==> src/rtl/asc_defines.svh <==
`ifndef ASC_DEFINES_SVH
`define ASC_DEFINES_SVH

// operation error codes (4100, 4101, 4116 decimal)
`define ASC_ERR_RANGE 16'h1004
`define ASC_ERR_LOC 16'h1005
`define ASC_ERR_UNUSED 16'h1014

// positioning data number span
`define ASC_DATA_MIN 16'h0001
`define ASC_DATA_MAX 16'h000a

// home return type codes
`define ASC_HOME_MACH 16'h0001
`define ASC_HOME_FAST_ORG 16'h0002
`define ASC_HOME_FAST_STBY 16'h0003

// jog speed limit in pulses per second (200000)
`define ASC_SPEED_MAX 32'h00030d40

// reset values
`define ASC_RST_CODE 16'h0000

`endif

==> src/rtl/asc_pkg.sv <==
package asc_pkg;

    // command opcodes from the program side
    typedef enum logic [1:0] {
        ASC_OP_DUAL = 2'h0,
        ASC_OP_HOME = 2'h1,
        ASC_OP_JOG = 2'h2,
        ASC_OP_HALT = 2'h3
    } asc_op_e;

    // per-axis sequencer states
    typedef enum logic [2:0] {
        ASC_ST_IDLE = 3'b001,
        ASC_ST_RUN = 3'b010,
        ASC_ST_DECEL = 3'b100
    } asc_st_e;

    // kind of motion handed to the pulse generator
    typedef enum logic [1:0] {
        ASC_MV_TABLE = 2'h0,
        ASC_MV_HOME_MACH = 2'h1,
        ASC_MV_HOME_FAST = 2'h2,
        ASC_MV_JOG = 2'h3
    } asc_mv_e;

    // word[0..4] are consecutive control words following the start location
    typedef struct packed {
        asc_op_e op;
        logic axis;
        logic loc_ok;
        logic dir;
        logic [4:0][15:0] word;
    } asc_cmd_s;

    typedef struct packed {
        logic start;
        asc_mv_e kind;
        logic [15:0] data_index;
        logic [31:0] target;
        logic [31:0] speed;
        logic [15:0] acc;
        logic [15:0] dec;
        logic dir;
    } asc_motion_s;

    typedef struct packed {
        logic busy;
        logic pos_done;
        logic home_req;
        logic home_done;
        logic err;
    } asc_flags_s;

    typedef struct packed {
        asc_st_e st;
        asc_flags_s fl;
        asc_motion_s mot;
    } asc_axis_s;

    typedef struct packed {
        asc_axis_s [1:0] ax;
        logic op_err;
        logic [15:0] op_code;
    } asc_state_s;

endpackage

==> src/rtl/asc_start_unit.sv <==
`include "asc_defines.svh"
`timescale 1ns/10ps
`default_nettype none

module asc_start_unit
    import asc_pkg::*;
(
    input wire logic i_ref_clk,
    input wire logic i_rst_b,
    input wire logic i_ce,
    input wire logic i_cmd_valid,
    input wire asc_cmd_s i_cmd,
    input wire logic [1:0] i_pos_in_use,
    input wire logic [1:0] i_home_none,
    input wire logic [1:0] i_move_done,
    input wire logic [1:0] i_move_fault,
    input wire logic [1:0] i_move_rest,
    input wire logic i_err_clear,
    output asc_motion_s [1:0] o_motion,
    output logic [1:0] o_decel_req,
    output asc_flags_s [1:0] o_flags,
    output logic o_op_error,
    output logic [15:0] o_op_error_code
);

    logic [1:0] rst_sync_q;
    logic rst_b;
    asc_state_s q;
    asc_state_s d;
    logic err_hit;
    logic [15:0] err_code;
    logic [1:0] axis_err;
    logic [1:0] go;
    logic [1:0] halt;
    asc_mv_e kind;
    logic [1:0] idx_bad;
    logic [31:0] jog_speed;

    // reset released through two stages; not frozen by the clock enable
    always_ff @(posedge i_ref_clk or negedge i_rst_b) begin
        if (!i_rst_b) begin
            rst_sync_q <= 2'h0;
        end else begin
            rst_sync_q <= {rst_sync_q[0], 1'b1};
        end
    end
    assign rst_b = rst_sync_q[1];

    always_comb begin
        d = q;
        err_hit = 1'b0;
        err_code = `ASC_RST_CODE;
        axis_err = 2'h0;
        go = 2'h0;
        halt = 2'h0;
        kind = ASC_MV_TABLE;
        // data number span check per axis
        idx_bad[0] = (i_cmd.word[0] < `ASC_DATA_MIN) || (i_cmd.word[0] > `ASC_DATA_MAX);
        idx_bad[1] = (i_cmd.word[1] < `ASC_DATA_MIN) || (i_cmd.word[1] > `ASC_DATA_MAX);
        // low word first; clamp to the limit
        jog_speed = {i_cmd.word[1], i_cmd.word[0]};
        if (jog_speed > `ASC_SPEED_MAX) begin
            jog_speed = `ASC_SPEED_MAX;
        end
        for (int i = 0; i < 2; i++) begin
            d.ax[i].mot.start = 1'b0;
        end
        if (i_err_clear) begin
            d.op_err = 1'b0;
        end
        if (i_cmd_valid) begin
            case (i_cmd.op)
                ASC_OP_DUAL: begin
                    kind = ASC_MV_TABLE;
                    if (!i_cmd.loc_ok) begin
                        err_hit = 1'b1;
                        err_code = `ASC_ERR_LOC;
                    // both axes must be in use
                    end else if (i_pos_in_use != 2'h3) begin
                        err_hit = 1'b1;
                        err_code = `ASC_ERR_UNUSED;
                    end else if (idx_bad != 2'h0) begin
                        err_hit = 1'b1;
                        err_code = `ASC_ERR_RANGE;
                        axis_err = idx_bad;
                    end else if (q.ax[0].st == ASC_ST_IDLE && q.ax[1].st == ASC_ST_IDLE) begin
                        go = 2'h3;
                    end
                end
                ASC_OP_HOME: begin
                    kind = (i_cmd.word[0] == `ASC_HOME_MACH) ? ASC_MV_HOME_MACH
                                                              : ASC_MV_HOME_FAST;
                    if (!i_cmd.loc_ok) begin
                        err_hit = 1'b1;
                        err_code = `ASC_ERR_LOC;
                    end else if (!i_pos_in_use[i_cmd.axis] || i_home_none[i_cmd.axis]) begin
                        err_hit = 1'b1;
                        err_code = `ASC_ERR_UNUSED;
                    // type outside 1..3 blocks the start
                    end else if (i_cmd.word[0] < `ASC_HOME_MACH
                                 || i_cmd.word[0] > `ASC_HOME_FAST_STBY) begin
                        axis_err[i_cmd.axis] = 1'b1;
                    end else if (q.ax[i_cmd.axis].st == ASC_ST_IDLE) begin
                        go[i_cmd.axis] = 1'b1;
                    end
                end
                ASC_OP_JOG: begin
                    kind = ASC_MV_JOG;
                    if (!i_cmd.loc_ok) begin
                        err_hit = 1'b1;
                        err_code = `ASC_ERR_LOC;
                    end else if (!i_pos_in_use[i_cmd.axis]) begin
                        err_hit = 1'b1;
                        err_code = `ASC_ERR_UNUSED;
                    end else if (q.ax[i_cmd.axis].st == ASC_ST_IDLE) begin
                        go[i_cmd.axis] = 1'b1;
                    end
                end
                default: begin
                    if (!i_pos_in_use[i_cmd.axis]) begin
                        err_hit = 1'b1;
                        err_code = `ASC_ERR_UNUSED;
                    end else begin
                        halt[i_cmd.axis] = 1'b1;
                    end
                end
            endcase
        end
        // set wins over a clear in the same cycle
        if (err_hit) begin
            d.op_err = 1'b1;
            d.op_code = err_code;
        end
        // every axis works on its own slice only
        for (int i = 0; i < 2; i++) begin
            if (axis_err[i]) begin
                d.ax[i].fl.err = 1'b1;
            end
            case (q.ax[i].st)
                ASC_ST_IDLE: begin
                    if (go[i]) begin
                        d.ax[i].st = ASC_ST_RUN;
                        // busy at start; done flags drop
                        d.ax[i].fl.busy = 1'b1;
                        d.ax[i].fl.pos_done = 1'b0;
                        d.ax[i].fl.home_done = 1'b0;
                        d.ax[i].fl.err = 1'b0;
                        if (kind == ASC_MV_HOME_MACH) begin
                            d.ax[i].fl.home_req = 1'b1;
                        end
                        d.ax[i].mot.start = 1'b1;
                        d.ax[i].mot.kind = kind;
                        d.ax[i].mot.data_index = i_cmd.word[i];
                        d.ax[i].mot.target = 32'h0;
                        d.ax[i].mot.speed = 32'h0;
                        d.ax[i].mot.acc = 16'h0;
                        d.ax[i].mot.dec = 16'h0;
                        d.ax[i].mot.dir = 1'b0;
                        // standby address only for type 3
                        if (i_cmd.op == ASC_OP_HOME && i_cmd.word[0] == `ASC_HOME_FAST_STBY) begin
                            d.ax[i].mot.target = {i_cmd.word[2], i_cmd.word[1]};
                        end
                        if (kind == ASC_MV_JOG) begin
                            d.ax[i].mot.speed = jog_speed;
                            d.ax[i].mot.acc = i_cmd.word[2];
                            d.ax[i].mot.dec = i_cmd.word[3];
                            d.ax[i].mot.dir = i_cmd.dir;
                        end
                    end
                end
                ASC_ST_RUN: begin
                    // halt or fault goes to deceleration
                    if (halt[i] || i_move_fault[i]) begin
                        d.ax[i].st = ASC_ST_DECEL;
                    end else if (i_move_done[i]) begin
                        // this axis finishes on its own
                        d.ax[i].st = ASC_ST_IDLE;
                        d.ax[i].fl.busy = 1'b0;
                        d.ax[i].fl.pos_done = (q.ax[i].mot.kind != ASC_MV_JOG);
                        if (q.ax[i].mot.kind == ASC_MV_HOME_MACH) begin
                            d.ax[i].fl.home_req = 1'b0;
                            d.ax[i].fl.home_done = 1'b1;
                        end
                    end
                end
                ASC_ST_DECEL: begin
                    // done flags stay clear after a stopped move
                    if (i_move_rest[i]) begin
                        d.ax[i].st = ASC_ST_IDLE;
                        d.ax[i].fl.busy = 1'b0;
                    end
                end
                default: begin
                    d.ax[i].st = ASC_ST_IDLE;
                end
            endcase
        end
    end

    always_ff @(posedge i_ref_clk or negedge rst_b) begin
        if (!rst_b) begin
            q <= '0;
            q.ax[0].st <= ASC_ST_IDLE;
            q.ax[1].st <= ASC_ST_IDLE;
        end else if (i_ce) begin
            q <= d;
        end
    end

    always_comb begin
        for (int i = 0; i < 2; i++) begin
            o_motion[i] = q.ax[i].mot;
            o_flags[i] = q.ax[i].fl;
            o_decel_req[i] = (q.ax[i].st == ASC_ST_DECEL);
        end
    end
    assign o_op_error = q.op_err;
    assign o_op_error_code = q.op_code;
endmodule

`default_nettype wire

==> config.mk <==
export PLATFORM = sky130hd
export DESIGN_NAME = asc_start_unit
export DESIGN_NICKNAME = d
export VERILOG_FILES = /design/src/rtl/asc_pkg.sv /design/src/rtl/asc_start_unit.sv
export VERILOG_INCLUDE_DIRS = /design/src /design/src/rtl
export SDC_FILE = /design/constraint.sdc
export NUM_CORES = 1
export LEC_CHECK = 0
export BUFFER_PORTS_ARGS = -buffer_cell sky130_fd_sc_hd__buf_4
export CAP_MARGIN = 40
export CELL_PAD_IN_SITES_DETAIL_PLACEMENT = 1
export CELL_PAD_IN_SITES_GLOBAL_PLACEMENT = 1
export CORE_AREA = 2 2 148 223
export DETAILED_ROUTE_END_ITERATION = 10
export DIE_AREA = 0 0 150 225
export PLACE_DENSITY = 0.78
export REMOVE_ABC_BUFFERS = 1
export SLEW_MARGIN = 40
export SYNTH_ARGS = -nofsm -noshare
export SYNTH_HDL_FRONTEND = slang
export SYNTH_SLANG_ARGS = --single-unit
==> constraint.sdc <==
create_clock -name i_ref_clk -period 10.05 [get_ports i_ref_clk]
set_input_delay 0.5025 -clock i_ref_clk [delete_from_list [all_inputs] [get_ports i_ref_clk]]
set_output_delay 0.5025 -clock i_ref_clk [all_outputs]
set_load 0.02 [all_outputs]
# Yosys cells after proc, flatten, opt, wreduce, memory -nomap -nowiden
# Index checks and enable logic that the tools add are counted.
[classes] n_mux=80 n_lt_le_gt_ge=8 n_reduce_logical=32 eq_ne=32
[ops] operator="two-way mux 124 bit" count=4
[ops] operator="two-way mux 117 bit" count=2
[ops] operator="two-way mux 13 bit" count=7
[ops] operator="two-way mux 65 bit" count=1
[ops] operator="two-way mux 32 bit" count=2
[ops] operator="two-way mux 2 bit" count=25
[ops] operator="case mux 16 bit (3 select lines)" count=1
[ops] operator="greater-than comparator 16 x 4 -> 1 bit (second input constant)" count=2
[ops] operator="greater-than comparator 32 x 18 -> 1 bit (second input constant)" count=1
[ops] operator="less-than comparator 16 x 1 -> 1 bit (second input constant)" count=2
[ops] operator="inequality test 2 bit (second input constant)" count=13
[ops] operator="AND reduction 6 bit" count=4
[ops] operator="case mux 3 bit (3 select lines)" count=2
[ops] operator="two-way mux 1 bit" count=17
[ops] operator="two-way mux 17 bit" count=1
[ops] operator="== test 16 x 1 -> 1 bit (second input constant)" count=1
[ops] operator="== test 16 x 2 -> 1 bit (second input constant)" count=1
[ops] operator="greater-than comparator 16 x 2 -> 1 bit (second input constant)" count=1
[ops] operator="two-way mux 16 bit" count=1
[ops] operator="two-way mux 4 bit" count=4
[ops] operator="two-way mux 7 bit" count=2
[ops] operator="AND reduction 7 bit" count=2
[ops] operator="case mux 3 bit (2 select lines)" count=2
[ops] operator="AND reduction 5 bit" count=2
[ops] operator="other kinds (24)" count=52
[word_totals] regBits=267 inputBits=100 out_inout_bits=261 word_cells=183

# Longest topological paths before layout
[logic_depth] word_depth=12 depth_mapped=11 mapped_depth_nobuf=8

# Worst setup path before layout
# No wires, ideal clock.
[synth_timing] kind="input-to-reg" startpoint="in i_cmd[84] (netlist name)" endpoint="reg q (netlist bit o_motion[214])" setup_ps=125 n_path_buf=2 t_arrival_ps=2314 path_slack_ps=7611 cell_stages=9 required_ps=9925 path_cell_list="inv_1 > ha_1 > nor3b_1 > nand4_1 > o31a_1 > o22a_1 > buf_6 > buf_6 > mux2_4"
[synth_via] elab_chain_cells=4 elab_cells_between_ends=6
[synth_rtl] element="start: declaration" line_no="asc_start_unit.sv:12" text="input wire asc_cmd_s i_cmd,"
[synth_rtl] element="== test 2 bit (tied with other cells)" line_no="asc_start_unit.sv:72" text="case (i_cmd.op)"
[synth_rtl] element="case mux 2 bit (3 select lines) (*)" line_no="asc_start_unit.sv:72"
[synth_rtl] element="two-way mux 2 bit (*)" line_no="asc_start_unit.sv:71" text="if (i_cmd_valid) begin"
[synth_rtl] element="AND reduction 3 bit (no source line) (*)"
[synth_rtl] element="end: declaration" line_no="asc_start_unit.sv:28" text="asc_state_s q;"
# Mark *: on every way between the ends. The rest lies on a longest branch, timed or not.
# A chain may end at the register's enable or synchronous reset.

# Final worst setup path
[layout_timing] startpoint="in i_cmd[2] (netlist name)" endpoint="reg q (netlist bit o_motion[225])"
[layout_via] elab_chain_cells=9 elab_cells_between_ends=15
[layout_rtl] element="less-than comparator 16 x 1 -> 1 bit (no source line) or greater-than comparator 16 x 4 -> 1 bit (tied branches)"
[layout_rtl] element="logical OR 1 bit" line_no="asc_start_unit.sv:58" text="idx_bad[0] = (i_cmd.word[0] < `ASC_DATA_MIN) || (i_cmd.word[0] > `ASC_DATA_MAX);"
[layout_rtl] element="nonzero test 2 bit" line_no="asc_start_unit.sv:82" text="end else if (idx_bad != 2'h0) begin"
[layout_rtl] element="two-way mux 2 bit" line_no="asc_start_unit.sv:82"
[layout_rtl] element="two-way mux 2 bit" line_no="asc_start_unit.sv:79" text="end else if (i_pos_in_use != 2'h3) begin"
[layout_rtl] element="two-way mux 2 bit" line_no="asc_start_unit.sv:75" text="if (!i_cmd.loc_ok) begin"
[layout_rtl] element="case mux 2 bit (3 select lines) (*)" line_no="asc_start_unit.sv:72"
[layout_rtl] element="two-way mux 2 bit (*)" line_no="asc_start_unit.sv:71"
[layout_rtl] element="AND reduction 3 bit (no source line) (*)"
# Marked as above.

==> out/metrics.yaml <==
place:
  place_congestion: 0.817
  io_buffers: 332
  place.detailed.hpwl_mm: 24.4
sta:
  finalSetupTns_ps: 0
  timing.hold.ws_ps: 216
  tightest_slew_ps: 801
  finalHoldViolCount: 0
  rsz0062_at_grt: "no"
  slew_viol_final: 0
  finalSetupViolations: 0
  timing.fmax_ghz: 0.299
  finalCritPeriodShare: 0.333
  skew_ps: 15.5
  relSlewSlack: 0.459
  layout_min_cycle_time_ps: 3350
detailed_routing:
  drc: 0
  viasPerCell: 4.96
  dr.pass1.iters: 5
  highest_layer: "met4"
  ant_nets: 0
  route.met3.wl_mm: 1.45
  num_vias: 8777
  drt-met1-wl_mm: 12.7
  wl_met2_mm: 18.6
  drt_iter0_drc: 381
  routedWlPerCell_um: 19.3
  wirelength_mm: 34.2
layout:
  syn_to_final_growth_pct: 15.0
  fillers: 3582
  finish.utilization: 0.446
  nNetsFinal: 1445
  drive_gt1_frac: 0.308
global_routing:
  antenna_found_initial: 1
  grt_first_pass_wirelength_mm: 52.3
  grt-ovfl-total: 0
  track_usage: 0.199
  grt_max_degree: 103
  grt_pass1_vias: 9324
floorplan:
  ioPinCount: 361
  dieArea_um2: 33800
  placementRows: 80
  fp.dieW_um: 150
  start_util: 0.387
  die_h_um: 225
  coreArea_um2: 31600
worst_setup_path:
  crit_buf_inv: 4
  crit_family: "buffers and inverters"
  cp.arrival_ps: 3750
  start_kind: "input pin"
  worstPathRequired_ps: 10460
  slowest_delay_ps: 650
  worstSetupPathType: "in2reg"
  worstPathCellList: "buf_4, nor4_1, a211oi_1, nand4_1, o22a_4, buf_12, buf_12, buf_6, mux2_4"
  cp_common_cell: "buf_12"
  crit_path_top_delay_cell: "nor4_1"
  cp-end-kind: "flop"
  crit_fanout: 102
pwr:
  p_sw_mw: 0.559
  p_int_mw: 1.71
  p_per_area_nw_per_um2: 161
  pwr-share-clk: 0.435
  power.total_mw: 2.27
  vdd_drop_max_mv: 0.104
  p_leak_nw: 6.90
  combPwrFrac: 0.093
  switching_share: 0.246
  p_seq_frac: 0.472
clock_tree:
  clk_pin_slew_ps: 60
  cts_tree: "built"
  cts_num_sinks: 254
  cts_max_path_buffers: 3
  root_buffer: "clkbuf_16"
  cts_made_buffers: 26
  cts_resized: 0
  clk_latency_ps: 530
  cts-htree-levels: 1
yosys:
  synth_seq_cells: 254
  ys_async_sr_fraction: 1.00
  synth-compound-area-share: 0.106
  ys_seq_area_frac: 0.519
  syn_area_um2: 12300
  synth_xor_area_frac: 0
  synthMuxAreaShare: 0.0223
  synth_edf_count: 0
  syn_inst: 1273
  ys_warn_count: 0
  synth_cell_types: 60
  avgSynthCellArea_um2: 9.63
  ys.flop_type: "dfrtp_1"
  yosys.area_share.simple: 0.156
  synth_fa_ha_area_frac: 0.00408
  synth_top_family_by_area: "buffers and inverters"
hold_path:
  hp-class: "in2reg"
outcome:
  outcome: "finished, final reports clean"
flow_run:
  max_cap_viol_count: 0
## power by group through the flow
stage                     Clock [mW]  Combinational (mW)  Sequential [mW]
after floorplan                    0              0.0519             1.14
after global placement             0               0.209             1.09
after detailed placement           0               0.214             1.09
after CTS                       1.02               0.215             1.07
after global routing            1.05               0.229             1.08
final                          0.987               0.212             1.07
## cells by family after synthesis
kind of cell	Yosys count
AND/OR/NAND/NOR	434
buffers and inverters	328
flip-flops	254
AO/OA/AOI/OAI	232
multiplexers	19
adder cells (fa/ha/maj)	4
other	2
## cell usage after synthesis, drive strengths merged (7+ instances only)
cell type | n | area [um^2]
clkbuf | 31 | 116
nor2 | 25 | 93.8
and2 | 30 | 188
nor3 | 8 | 40.0
a21oi | 8 | 40.0
buf | 285 | 2200
nor2b | 7 | 43.8
dfrtp | 252 | 6310
nand3 | 11 | 60.1
nand4 | 7 | 43.8
nand2 | 316 | 1190
inv | 12 | 45.0
nor4 | 11 | 114
mux2 | 18 | 263
o21ai | 185 | 930
## worst paths after layout
kind | startpoint | endpoint | slack (ps) | cells after the start
setup / recovery | i_cmd[2] | o_motion[225]$_DFFE_PN0P_ | 6700 | 9
hold / removal | i_cmd[14] | o_motion[111]$_DFFE_PN0P_ | 220 | 3
setup reg to reg | q[262]$_DFFE_PN1P_ | o_motion[225]$_DFFE_PN0P_ | 6770 | 8
hold reg to reg | rst_sync_q[1]$_DFF_PN0_ | o_motion[195]$_DFFE_PN0P_ | 310 | 0
max in group asynchronous | rst_sync_q[1]$_DFF_PN0_ | o_motion[200]$_DFFE_PN0P_ | 8030 | 2
min in group asynchronous | rst_sync_q[1]$_DFF_PN0_ | o_motion[195]$_DFFE_PN0P_ | 310 | 0
## cells in the final DEF (no fill, tap or decap), types with 7 or more instances in the layout
cell         n
buf_4      335
nand2_1    316
dfrtp_1    251
o21ai_0    121
o21ai_1     63
and2_1      28
clkbuf_16   27
nor2_1      24
mux2_4      16
conb_1      13
inv_1       12
nand3_1     10
nor3_1       8
nor4_1       8
a21oi_1      8
nand4_1      7
nor2b_1      7
clkbuf_1     7
## worst register-to-register path, delay by kind of cell (launching register included)
| kind | cells | cell delay [ps] |
|---|---|---|
| compound gates | 1 | 370 |
| flops | 1 | 600 |
| buf+inv | 3 | 730 |
| simple gates | 3 | 940 |
| mux | 1 | 530 |
## flip-flops by register name, indices dropped and copies added (netlist names)
name / cells
o_motion: 232
o_flags: 10
q: 6
o_op_error_code: 3
rst_sync_q: 2
o_op_error: 1
## metrics by stage
step / setup slack, ps / cells / instance area (um^2)
after floorplan: 2450 / 968 / 9980
after global placement: 5960 / 1717 / 13100
after detailed placement: 6170 / 1721 / 13200
after CTS: 6740 / 1768 / 14100
after global routing: 6530 / 1770 / 14100
final: 6700 / 1770 / 14100
## layout make-up
type                            instances  area [um^2]  share of cell area
Antenna cell                            1         2.50            0.000178
Clock buffer                           38          757              0.0537
Clock inverter                          8          110             0.00781
Inverter                               12         45.0             0.00320
Multi-Input combinational cell        702         3630               0.258
Sequential cell                       254         6360               0.451
Tap cell                              410          513              0.0364
Timing Repair Buffer                  345         2670               0.190
## routing by layer
layer | vias up | global-route usage
met2 | 246 | 0.378
met5 | - | 0
met1 | 4429 | 0.220
met4 | 0 | 0.0840
met3 | 74 | 0.0229
li1 | 4028 | -
## timing repair
action / CTS / global route
setup endpoints to repair: 0 / 0
hold endpoints to repair: 2 / 0
hold buffers: 1 / 0
buffers inserted: 0 / 0
(Power assumes the default switching activity.)
